**src/pkg/srr_pkg.sv**
```systemverilog
// Shared types and constants of the status reporting register bank.
// Assumes a single 250 MHz clock and a command source in the same clock domain.
package srr_pkg;

    localparam int DW = 16;

    // Operating condition bit positions.
    localparam int OP_CAL_BIT           = 0;
    localparam int OP_WAIT_TRIGGER_BIT  = 5;
    localparam int OP_CONST_VOLTAGE_BIT = 8;
    localparam int OP_CONST_CURRENT_BIT = 10;

    // Fault condition bit positions; bits 15 to 7 are unused.
    localparam int FLT_OVERVOLTAGE_BIT  = 0;
    localparam int FLT_OVERCURRENT_BIT  = 1;
    localparam int FLT_OUTPUT_LEAD_BIT  = 2;
    localparam int FLT_OVERTEMP_BIT     = 3;
    localparam int FLT_POWER_LOSS_BIT   = 4;
    localparam int FLT_FAN_BIT          = 5;
    localparam int FLT_MASTER_SLAVE_BIT = 6;

    // Summary bit positions in the status byte.
    localparam int SUM_OPER_BIT = 7;
    localparam int SUM_FLT_BIT  = 3;

    // Bits that the two masks can hold.
    localparam logic [DW-1:0] OPER_VALID = 16'h0521;
    localparam logic [DW-1:0] FLT_VALID  = 16'h007f;

    // Reset values.
    localparam logic [DW-1:0] OPER_EVENT_RESET = 16'h0000;
    localparam logic [DW-1:0] FLT_EVENT_RESET  = 16'h0010;
    localparam logic [DW-1:0] MASK_RESET       = 16'h0000;
    localparam logic [4:0]    ADDR_RESET       = 5'h06;

    // Legal bus address range.
    localparam logic [4:0] ADDR_MIN = 5'h01;
    localparam logic [4:0] ADDR_MAX = 5'h1e;

    typedef enum logic [3:0] {
        SRR_NOP          = 4'h0,
        SRR_RD_OP_COND   = 4'h1,
        SRR_WR_OP_MASK   = 4'h2,
        SRR_RD_OP_MASK   = 4'h3,
        SRR_RD_OP_EVENT  = 4'h4,
        SRR_PRESET       = 4'h5,
        SRR_RD_FLT_EVENT = 4'h6,
        SRR_RD_FLT_COND  = 4'h7,
        SRR_WR_FLT_MASK  = 4'h8,
        SRR_RD_FLT_MASK  = 4'h9,
        SRR_WR_ADDR      = 4'ha,
        SRR_RD_ADDR      = 4'hb,
        SRR_OUT_ON       = 4'hc,
        SRR_OUT_OFF      = 4'hd
    } srr_op_e;

    typedef struct packed {
        logic          valid;
        srr_op_e       op;
        logic [DW-1:0] data;
    } srr_cmd_s;

    typedef struct packed {
        logic          valid;
        logic          err;
        logic [DW-1:0] data;
    } srr_rsp_s;

    // Raw condition pins, fault group in the low seven bits.
    typedef struct packed {
        logic       cont_trig;
        logic       constant_current_state;
        logic       constant_voltage_state;
        logic       wait_trigger_state;
        logic       cal;
        logic [6:0] fault;
    } srr_pin_s;

    typedef struct packed {
        srr_pin_s      s1;
        srr_pin_s      s2;
        srr_pin_s      s3;
        srr_pin_s      cond;
        logic [DW-1:0] oper_event;
        logic [DW-1:0] oper_mask;
        logic [DW-1:0] flt_event;
        logic [DW-1:0] flt_mask;
        logic [4:0]    addr;
        logic          out_on;
        logic [7:0]    status_byte;
        srr_rsp_s      rsp;
    } srr_state_s;

endpackage

```
**src/rtl/srr_top.sv**
```systemverilog
// Status reporting register bank: operating and fault condition, event and mask
// registers, status byte summary bits, bus address setting and output enable.
// Assumes commands arrive from logic on clk; condition pins are asynchronous.
`timescale 1ns/1ps

module srr_top
    import srr_pkg::*;
(
    // Clock, reset and clock enable.
    input  wire logic     clk,
    input  wire logic     nrst,
    input  wire logic     ce,

    // Asynchronous condition pins.
    input  wire srr_pin_s pins,

    // Command port and its answer.
    input  wire srr_cmd_s cmd,
    output srr_rsp_s      rsp,

    // Status and settings.
    output logic [7:0]    status_byte,
    output logic [4:0]    bus_address_setting,
    output logic          output_on
);

    srr_state_s r;
    srr_state_s next_r;

    // Maps operating condition pins to their register positions.
    function automatic logic [DW-1:0] oper_map(input srr_pin_s p);
        logic [DW-1:0] v;
        v = '0;
        v[OP_CAL_BIT] = p.cal;
        v[OP_WAIT_TRIGGER_BIT]  = p.wait_trigger_state;
        v[OP_CONST_VOLTAGE_BIT] = p.constant_voltage_state;
        v[OP_CONST_CURRENT_BIT] = p.constant_current_state;
        return v;
    endfunction

    // Maps fault condition pins to their register positions.
    function automatic logic [DW-1:0] flt_map(input srr_pin_s p);
        logic [DW-1:0] v;
        v = '0;
        v[FLT_OVERVOLTAGE_BIT]  = p.fault[0];
        v[FLT_OVERCURRENT_BIT]  = p.fault[1];
        v[FLT_OUTPUT_LEAD_BIT]  = p.fault[2];
        v[FLT_OVERTEMP_BIT]     = p.fault[3];
        v[FLT_POWER_LOSS_BIT]   = p.fault[4];
        v[FLT_FAN_BIT]          = p.fault[5];
        v[FLT_MASTER_SLAVE_BIT] = p.fault[6];
        return v;
    endfunction

    // Summary of one group: any event bit that its mask lets through.
    function automatic logic summary(input logic [DW-1:0] ev,
                                     input logic [DW-1:0] mask);
        return |(ev & mask);
    endfunction

    logic [DW-1:0] oper_now;
    logic [DW-1:0] oper_was;
    logic [DW-1:0] flt_now;
    logic [DW-1:0] flt_was;
    logic [DW-1:0] oper_set;
    logic [DW-1:0] flt_set;
    logic          oper_clr;
    logic          flt_clr;
    logic [4:0]    addr_in;

    always_comb begin
        next_r = r;

        // Three stage synchroniser; each pin's level is taken only once its stages
        // two and three agree, so a glitching pin never holds back the others.
        next_r.s1 = pins;
        next_r.s2 = r.s1;
        next_r.s3 = r.s2;
        for (int i = 0; i < $bits(srr_pin_s); i++) begin
            if (r.s2[i] == r.s3[i]) begin
                next_r.cond[i] = r.s2[i];
            end
        end

        oper_now = oper_map(next_r.cond);
        oper_was = oper_map(r.cond);
        flt_now  = flt_map(next_r.cond);
        flt_was  = flt_map(r.cond);

        // Events are rising edges of the filtered conditions.
        oper_set = oper_now & ~oper_was;
        flt_set  = flt_now & ~flt_was;

        // Continuous triggering re-arms the wait-for-trigger event every cycle.
        if (next_r.cond.cont_trig) begin
            oper_set[OP_WAIT_TRIGGER_BIT] = 1'b1;
        end

        oper_clr = 1'b0;
        flt_clr  = 1'b0;
        addr_in  = cmd.data[4:0];

        next_r.rsp       = '0;
        next_r.rsp.valid = cmd.valid;

        if (cmd.valid) begin
            case (cmd.op)
                SRR_NOP: begin
                    next_r.rsp.data = '0;
                end
                SRR_RD_OP_COND: begin
                    next_r.rsp.data = oper_was;
                end
                SRR_WR_OP_MASK: begin
                    if ((cmd.data & ~OPER_VALID) == '0) begin
                        next_r.oper_mask = cmd.data;
                    end else begin
                        next_r.rsp.err = 1'b1;
                    end
                end
                SRR_RD_OP_MASK: begin
                    next_r.rsp.data = r.oper_mask;
                end
                SRR_RD_OP_EVENT: begin
                    next_r.rsp.data = r.oper_event;
                    oper_clr = 1'b1;
                end
                SRR_PRESET: begin
                    next_r.oper_mask = MASK_RESET;
                    next_r.flt_mask  = MASK_RESET;
                end
                SRR_RD_FLT_EVENT: begin
                    next_r.rsp.data = r.flt_event;
                    flt_clr = 1'b1;
                end
                SRR_RD_FLT_COND: begin
                    next_r.rsp.data = flt_was;
                end
                SRR_WR_FLT_MASK: begin
                    if ((cmd.data & ~FLT_VALID) == '0) begin
                        next_r.flt_mask = cmd.data;
                    end else begin
                        next_r.rsp.err = 1'b1;
                    end
                end
                SRR_RD_FLT_MASK: begin
                    next_r.rsp.data = r.flt_mask;
                end
                SRR_WR_ADDR: begin
                    if (cmd.data[DW-1:5] == '0 && addr_in >= ADDR_MIN
                        && addr_in <= ADDR_MAX) begin
                        next_r.addr = addr_in;
                    end else begin
                        next_r.rsp.err = 1'b1;
                    end
                end
                SRR_RD_ADDR: begin
                    next_r.rsp.data = {11'h000, r.addr};
                end
                SRR_OUT_ON: begin
                    next_r.out_on = 1'b1;
                end
                SRR_OUT_OFF: begin
                    next_r.out_on = 1'b0;
                end
                default: begin
                    next_r.rsp.err = 1'b1;
                end
            endcase
        end

        // A new event in the cycle of the clearing read survives the clear.
        if (oper_clr) begin
            next_r.oper_event = oper_set;
        end else begin
            next_r.oper_event = r.oper_event | oper_set;
        end
        if (flt_clr) begin
            next_r.flt_event = flt_set;
        end else begin
            next_r.flt_event = r.flt_event | flt_set;
        end

        // Overvoltage wins over an output-on command in the same cycle.
        if (flt_set[FLT_OVERVOLTAGE_BIT]) begin
            next_r.out_on = 1'b0;
        end

        // Summary bits are built from the next values so that they change on
        // the same edge as the events and masks; the byte stays registered.
        next_r.status_byte = 8'h00;
        next_r.status_byte[SUM_OPER_BIT] =
            summary(next_r.oper_event, next_r.oper_mask);
        next_r.status_byte[SUM_FLT_BIT] =
            summary(next_r.flt_event, next_r.flt_mask);
    end

    // The fault event latch comes out of reset holding the power-loss bit,
    // standing for the loss recorded when source power went away.
    always_ff @(posedge clk) begin
        if (!nrst) begin
            r            <= '0;
            r.flt_event  <= FLT_EVENT_RESET;
            r.oper_event <= OPER_EVENT_RESET;
            r.oper_mask  <= MASK_RESET;
            r.flt_mask   <= MASK_RESET;
            r.addr       <= ADDR_RESET;
        end else if (ce) begin
            r <= next_r;
        end
    end

    assign rsp                 = r.rsp;
    assign status_byte         = r.status_byte;
    assign bus_address_setting = r.addr;
    assign output_on           = r.out_on;

endmodule

```
**config.mk**
```make
export PLATFORM = sky130hd
export DESIGN_NAME = srr_top
export DESIGN_NICKNAME = d
export VERILOG_FILES = /design/src/pkg/srr_pkg.sv /design/src/rtl/srr_top.sv
export SDC_FILE = /design/constraint.sdc
export NUM_CORES = 1
export LEC_CHECK = 0
export ABC_AREA = 0
export BUFFER_PORTS_ARGS = -buffer_cell sky130_fd_sc_hd__buf_4
export CAP_MARGIN = 15
export CORE_ASPECT_RATIO = 2
export CORE_MARGIN = 4
export CORE_UTILIZATION = 53
export DETAILED_ROUTE_END_ITERATION = 10
export GPL_TIMING_DRIVEN = 0
export PLACE_DENSITY_LB_ADDON = 0.08
export SYNTH_ARGS = -nofsm -noshare
export SYNTH_HDL_FRONTEND = slang
export SYNTH_SLANG_ARGS = --single-unit
```
**constraint.sdc**
```tcl
create_clock -name clk -period 2.9 [get_ports clk]
set_input_delay 0.87 -clock clk [delete_from_list [all_inputs] [get_ports clk]]
set_output_delay 0.87 -clock clk [all_outputs]
set_load 0.02 [all_outputs]
```
==> results.md <==
- Grt total ovfl: 0
- Hold_buf cts: 0
- Crit path launch type: primary input
- Placer Congestion: 0.958
- CTS sink cnt: 138
- Utilization after layout: 65.0%
- Slew headroom: between 40% and 50%
- Final period utilization: 96.2%
- Layout area overhead: 19.8%
- Layout Skew: just under 0.009 ns
- Post-synth ARST share: 0%
- Dominant cells by area after synthesis: dfxtp_1, nor2b_1, mux2i_1
- Clk pin slew, worst setup/hold paths: 0.07 ns
- Crit Path Max Fanout: 10
- Avg Vias per Cell: approximately 6.1
- Status: finished, final reports clean
- WHS: just under 0.5 ns
- Clock latency on the worst-skew pair: 0.43 ns
- Critical Path Most Common Cell: clkbuf_1
- DRC Markers: 0
- Max Freq: 0.358 GHz
- FF+latch count, synth: approximately 140
- Cells after synthesis: 689
- Die W: 85.4 um
- Synth cell count leaders: dfxtp_1, nor2b_1, nand2_1
- H-tree depth: 4
- Minimum clock period: 2.79 ns
- Detailed-route wire length per cell: roughly 23 um
- Critical path arrival: 3.10 ns
- DRT iter0 DRCs: 441
- Power Total: about 0.0044 W
- Clk root buf: clkbuf_16
- Antenna Cells: 0
- Area of the die: ~0.014 sq mm
- Leading area contributor after synthesis: dfxtp_1
- PD cells: a little under 600 mW/mm^2
- Cell chain of the critical path: clkbuf_1 -> clkbuf_1 -> o21ai_0 -> nand2_1 -> clkbuf_1 -> a21oi_1 -> o21a_1
- Final setup vio count: 0
- Drt total wl: 21400 um
- Setup CP Type: in2reg
- Synth warn: 0
- Pre-CTS WS: -0.501 ns
- Mapped cell area: 0.00634 sq mm
- Clock Path Buffers: 2
- Measured slew at the worst slew-check pin: 0.752 ns
- Max-cap violations: 0
- Top cell type's share of synthesized area: 43.5%
- Primary FF master, synth: dfxtp_1
- Initial antenna violation count: 0
- Vias in the first global route: between 5000 and 6000
- Filler Cell Count: ~990
- Final-stage net count: 806
- Initial Util: 54.2%
- Pins over their slew limit: 0
- Core ar.: between 0.01 and 0.015 sq mm
- Fin. Hold Viols: 0
- WP data required: 3.21 ns
- Endpoint type of the worst setup path: flip-flop
- CTS tree: done
- Post-synth EDFFs: 0
- ANT nets after route: 0
- Max incr delay on CP: approximately 0.52 ns
- Total track usage: approximately a third
- First-pass GRT wire length: 32800 um
- Hold Crit Class: reg2reg
- Seq/Total Area, Yosys: 43.5%
- Syn Area/Cell: 9.21 sq um
- Largest net degree at the start of global routing: 17
- Ports: 68
- TritonCTS buffer count: 17
- Leak: ~3.2 nW
- PortBufs: 57
- Final HPWL DP: 16300 um
- Die height: 163 um
- Via count: 5696
- Fraction of layout cells with a size suffix above 1: between 10% and 20%
- Yosys cell types: 51
- Initial DRT Pass Iterations: 6
- Final WS setup: 0.109 ns
- Slowest CP cell: clkbuf_1
- Most common cell in the netlist: dfxtp_1
- Site Rows: 56
- Worst vdd ir: 563 uV
[layer usage]
layer / GRT usage [%] / part of all wire [%] / vias up
li1: - / - / 2638
met5: 0 / 0 / -
met4: 22.3 / 7.5 / 0
met2: 57.5 / 54 / 208
met1: 31.5 / 34 / 2772
met3: 5.22 / 4.0 / 78
[worst max-delay path: cells and delay by family]
kind	cells	cell delay, ns
buffers and inverters	3	1.38
AOI/OAI and AO/OA	3	0.54
and+or+nand+nor	1	0.30
[cell usage in the layout (no fill, tap or decap), types with 17 or more instances in the layout]
cell type | synthesis | layout
clkbuf_16 | 0 | 17
nand2_1 | 53 | 53
a22oi_1 | 22 | 22
dfxtp_1 | 138 | 138
o21ai_0 | 26 | 26
and3_1 | 49 | 49
mux2i_1 | 44 | 44
a21oi_1 | 21 | 21
clkbuf_1 | 41 | 39
nor2b_1 | 77 | 77
buf_4 | 31 | 88
[flip-flops by register name, indices dropped and copies added, names as in the netlist]
signal and flops:
bus_address_setting 5, flt_was 7, next_r 24, oper_was 4, output_on 1, r 77
rsp 18, status_byte 2
[final timing paths]
kind | start | endpoint | slack, ns | depth (start not counted)
setup / recovery | cmd[19] | rsp[5] | 0.11 | 7
hold reg to reg | rsp[17] | rsp[17] | 0.49 | 2
hold / removal | rsp[17] | rsp[17] | 0.49 | 2
setup reg to reg | r[70] | status_byte[7] | 1.13 | 6
[layout make-up]
class / instances / area (sq um) / share of cell area (%)
multi-input cells: 474 / 3200 / 42.1
plain buffers: 78 / 413 / 5.43
inverters: 4 / 15.0 / 0.197
clock buffers: 17 / 425 / 5.60
flip-flops and latches: 138 / 2760 / 36.3
repair buffers: 57 / 428 / 5.63
well taps: 145 / 181 / 2.39
clock inverters: 15 / 174 / 2.29
[through the flow]
stage	cells	setup TNS, ns	cell area [sq um]
after floorplan	694	0	6360
after global placement	896	-14.51	6970
after detailed placement	896	-15.01	6970
after CTS	928	0	7580
after global routing	928	-0.000781	7600
final	928	0	7600
[cells by family after synthesis]
logic type,synth area share (%)
simple gates,22.2
flops,43.5
buf+inv,6.68
mux,7.30
compound gates,20.2
other cells,0.0591
[report_power, final]
group	switching, W	total (W)	internal, W
sequential	0.0000189	0.00194	0.00192
combinational	0.000183	0.000296	0.000113
clock	0.000965	0.00220	0.00123
total	0.00117	0.00443	0.00326
[repair_timing]
action | CTS | global route
setup buffers | 0 | 0
cloned | 0 | 0
resized for setup | 1 | 9
setup endpoints to repair | 10 | 25
No activity file was read; power rests on OpenSTA's default activity.
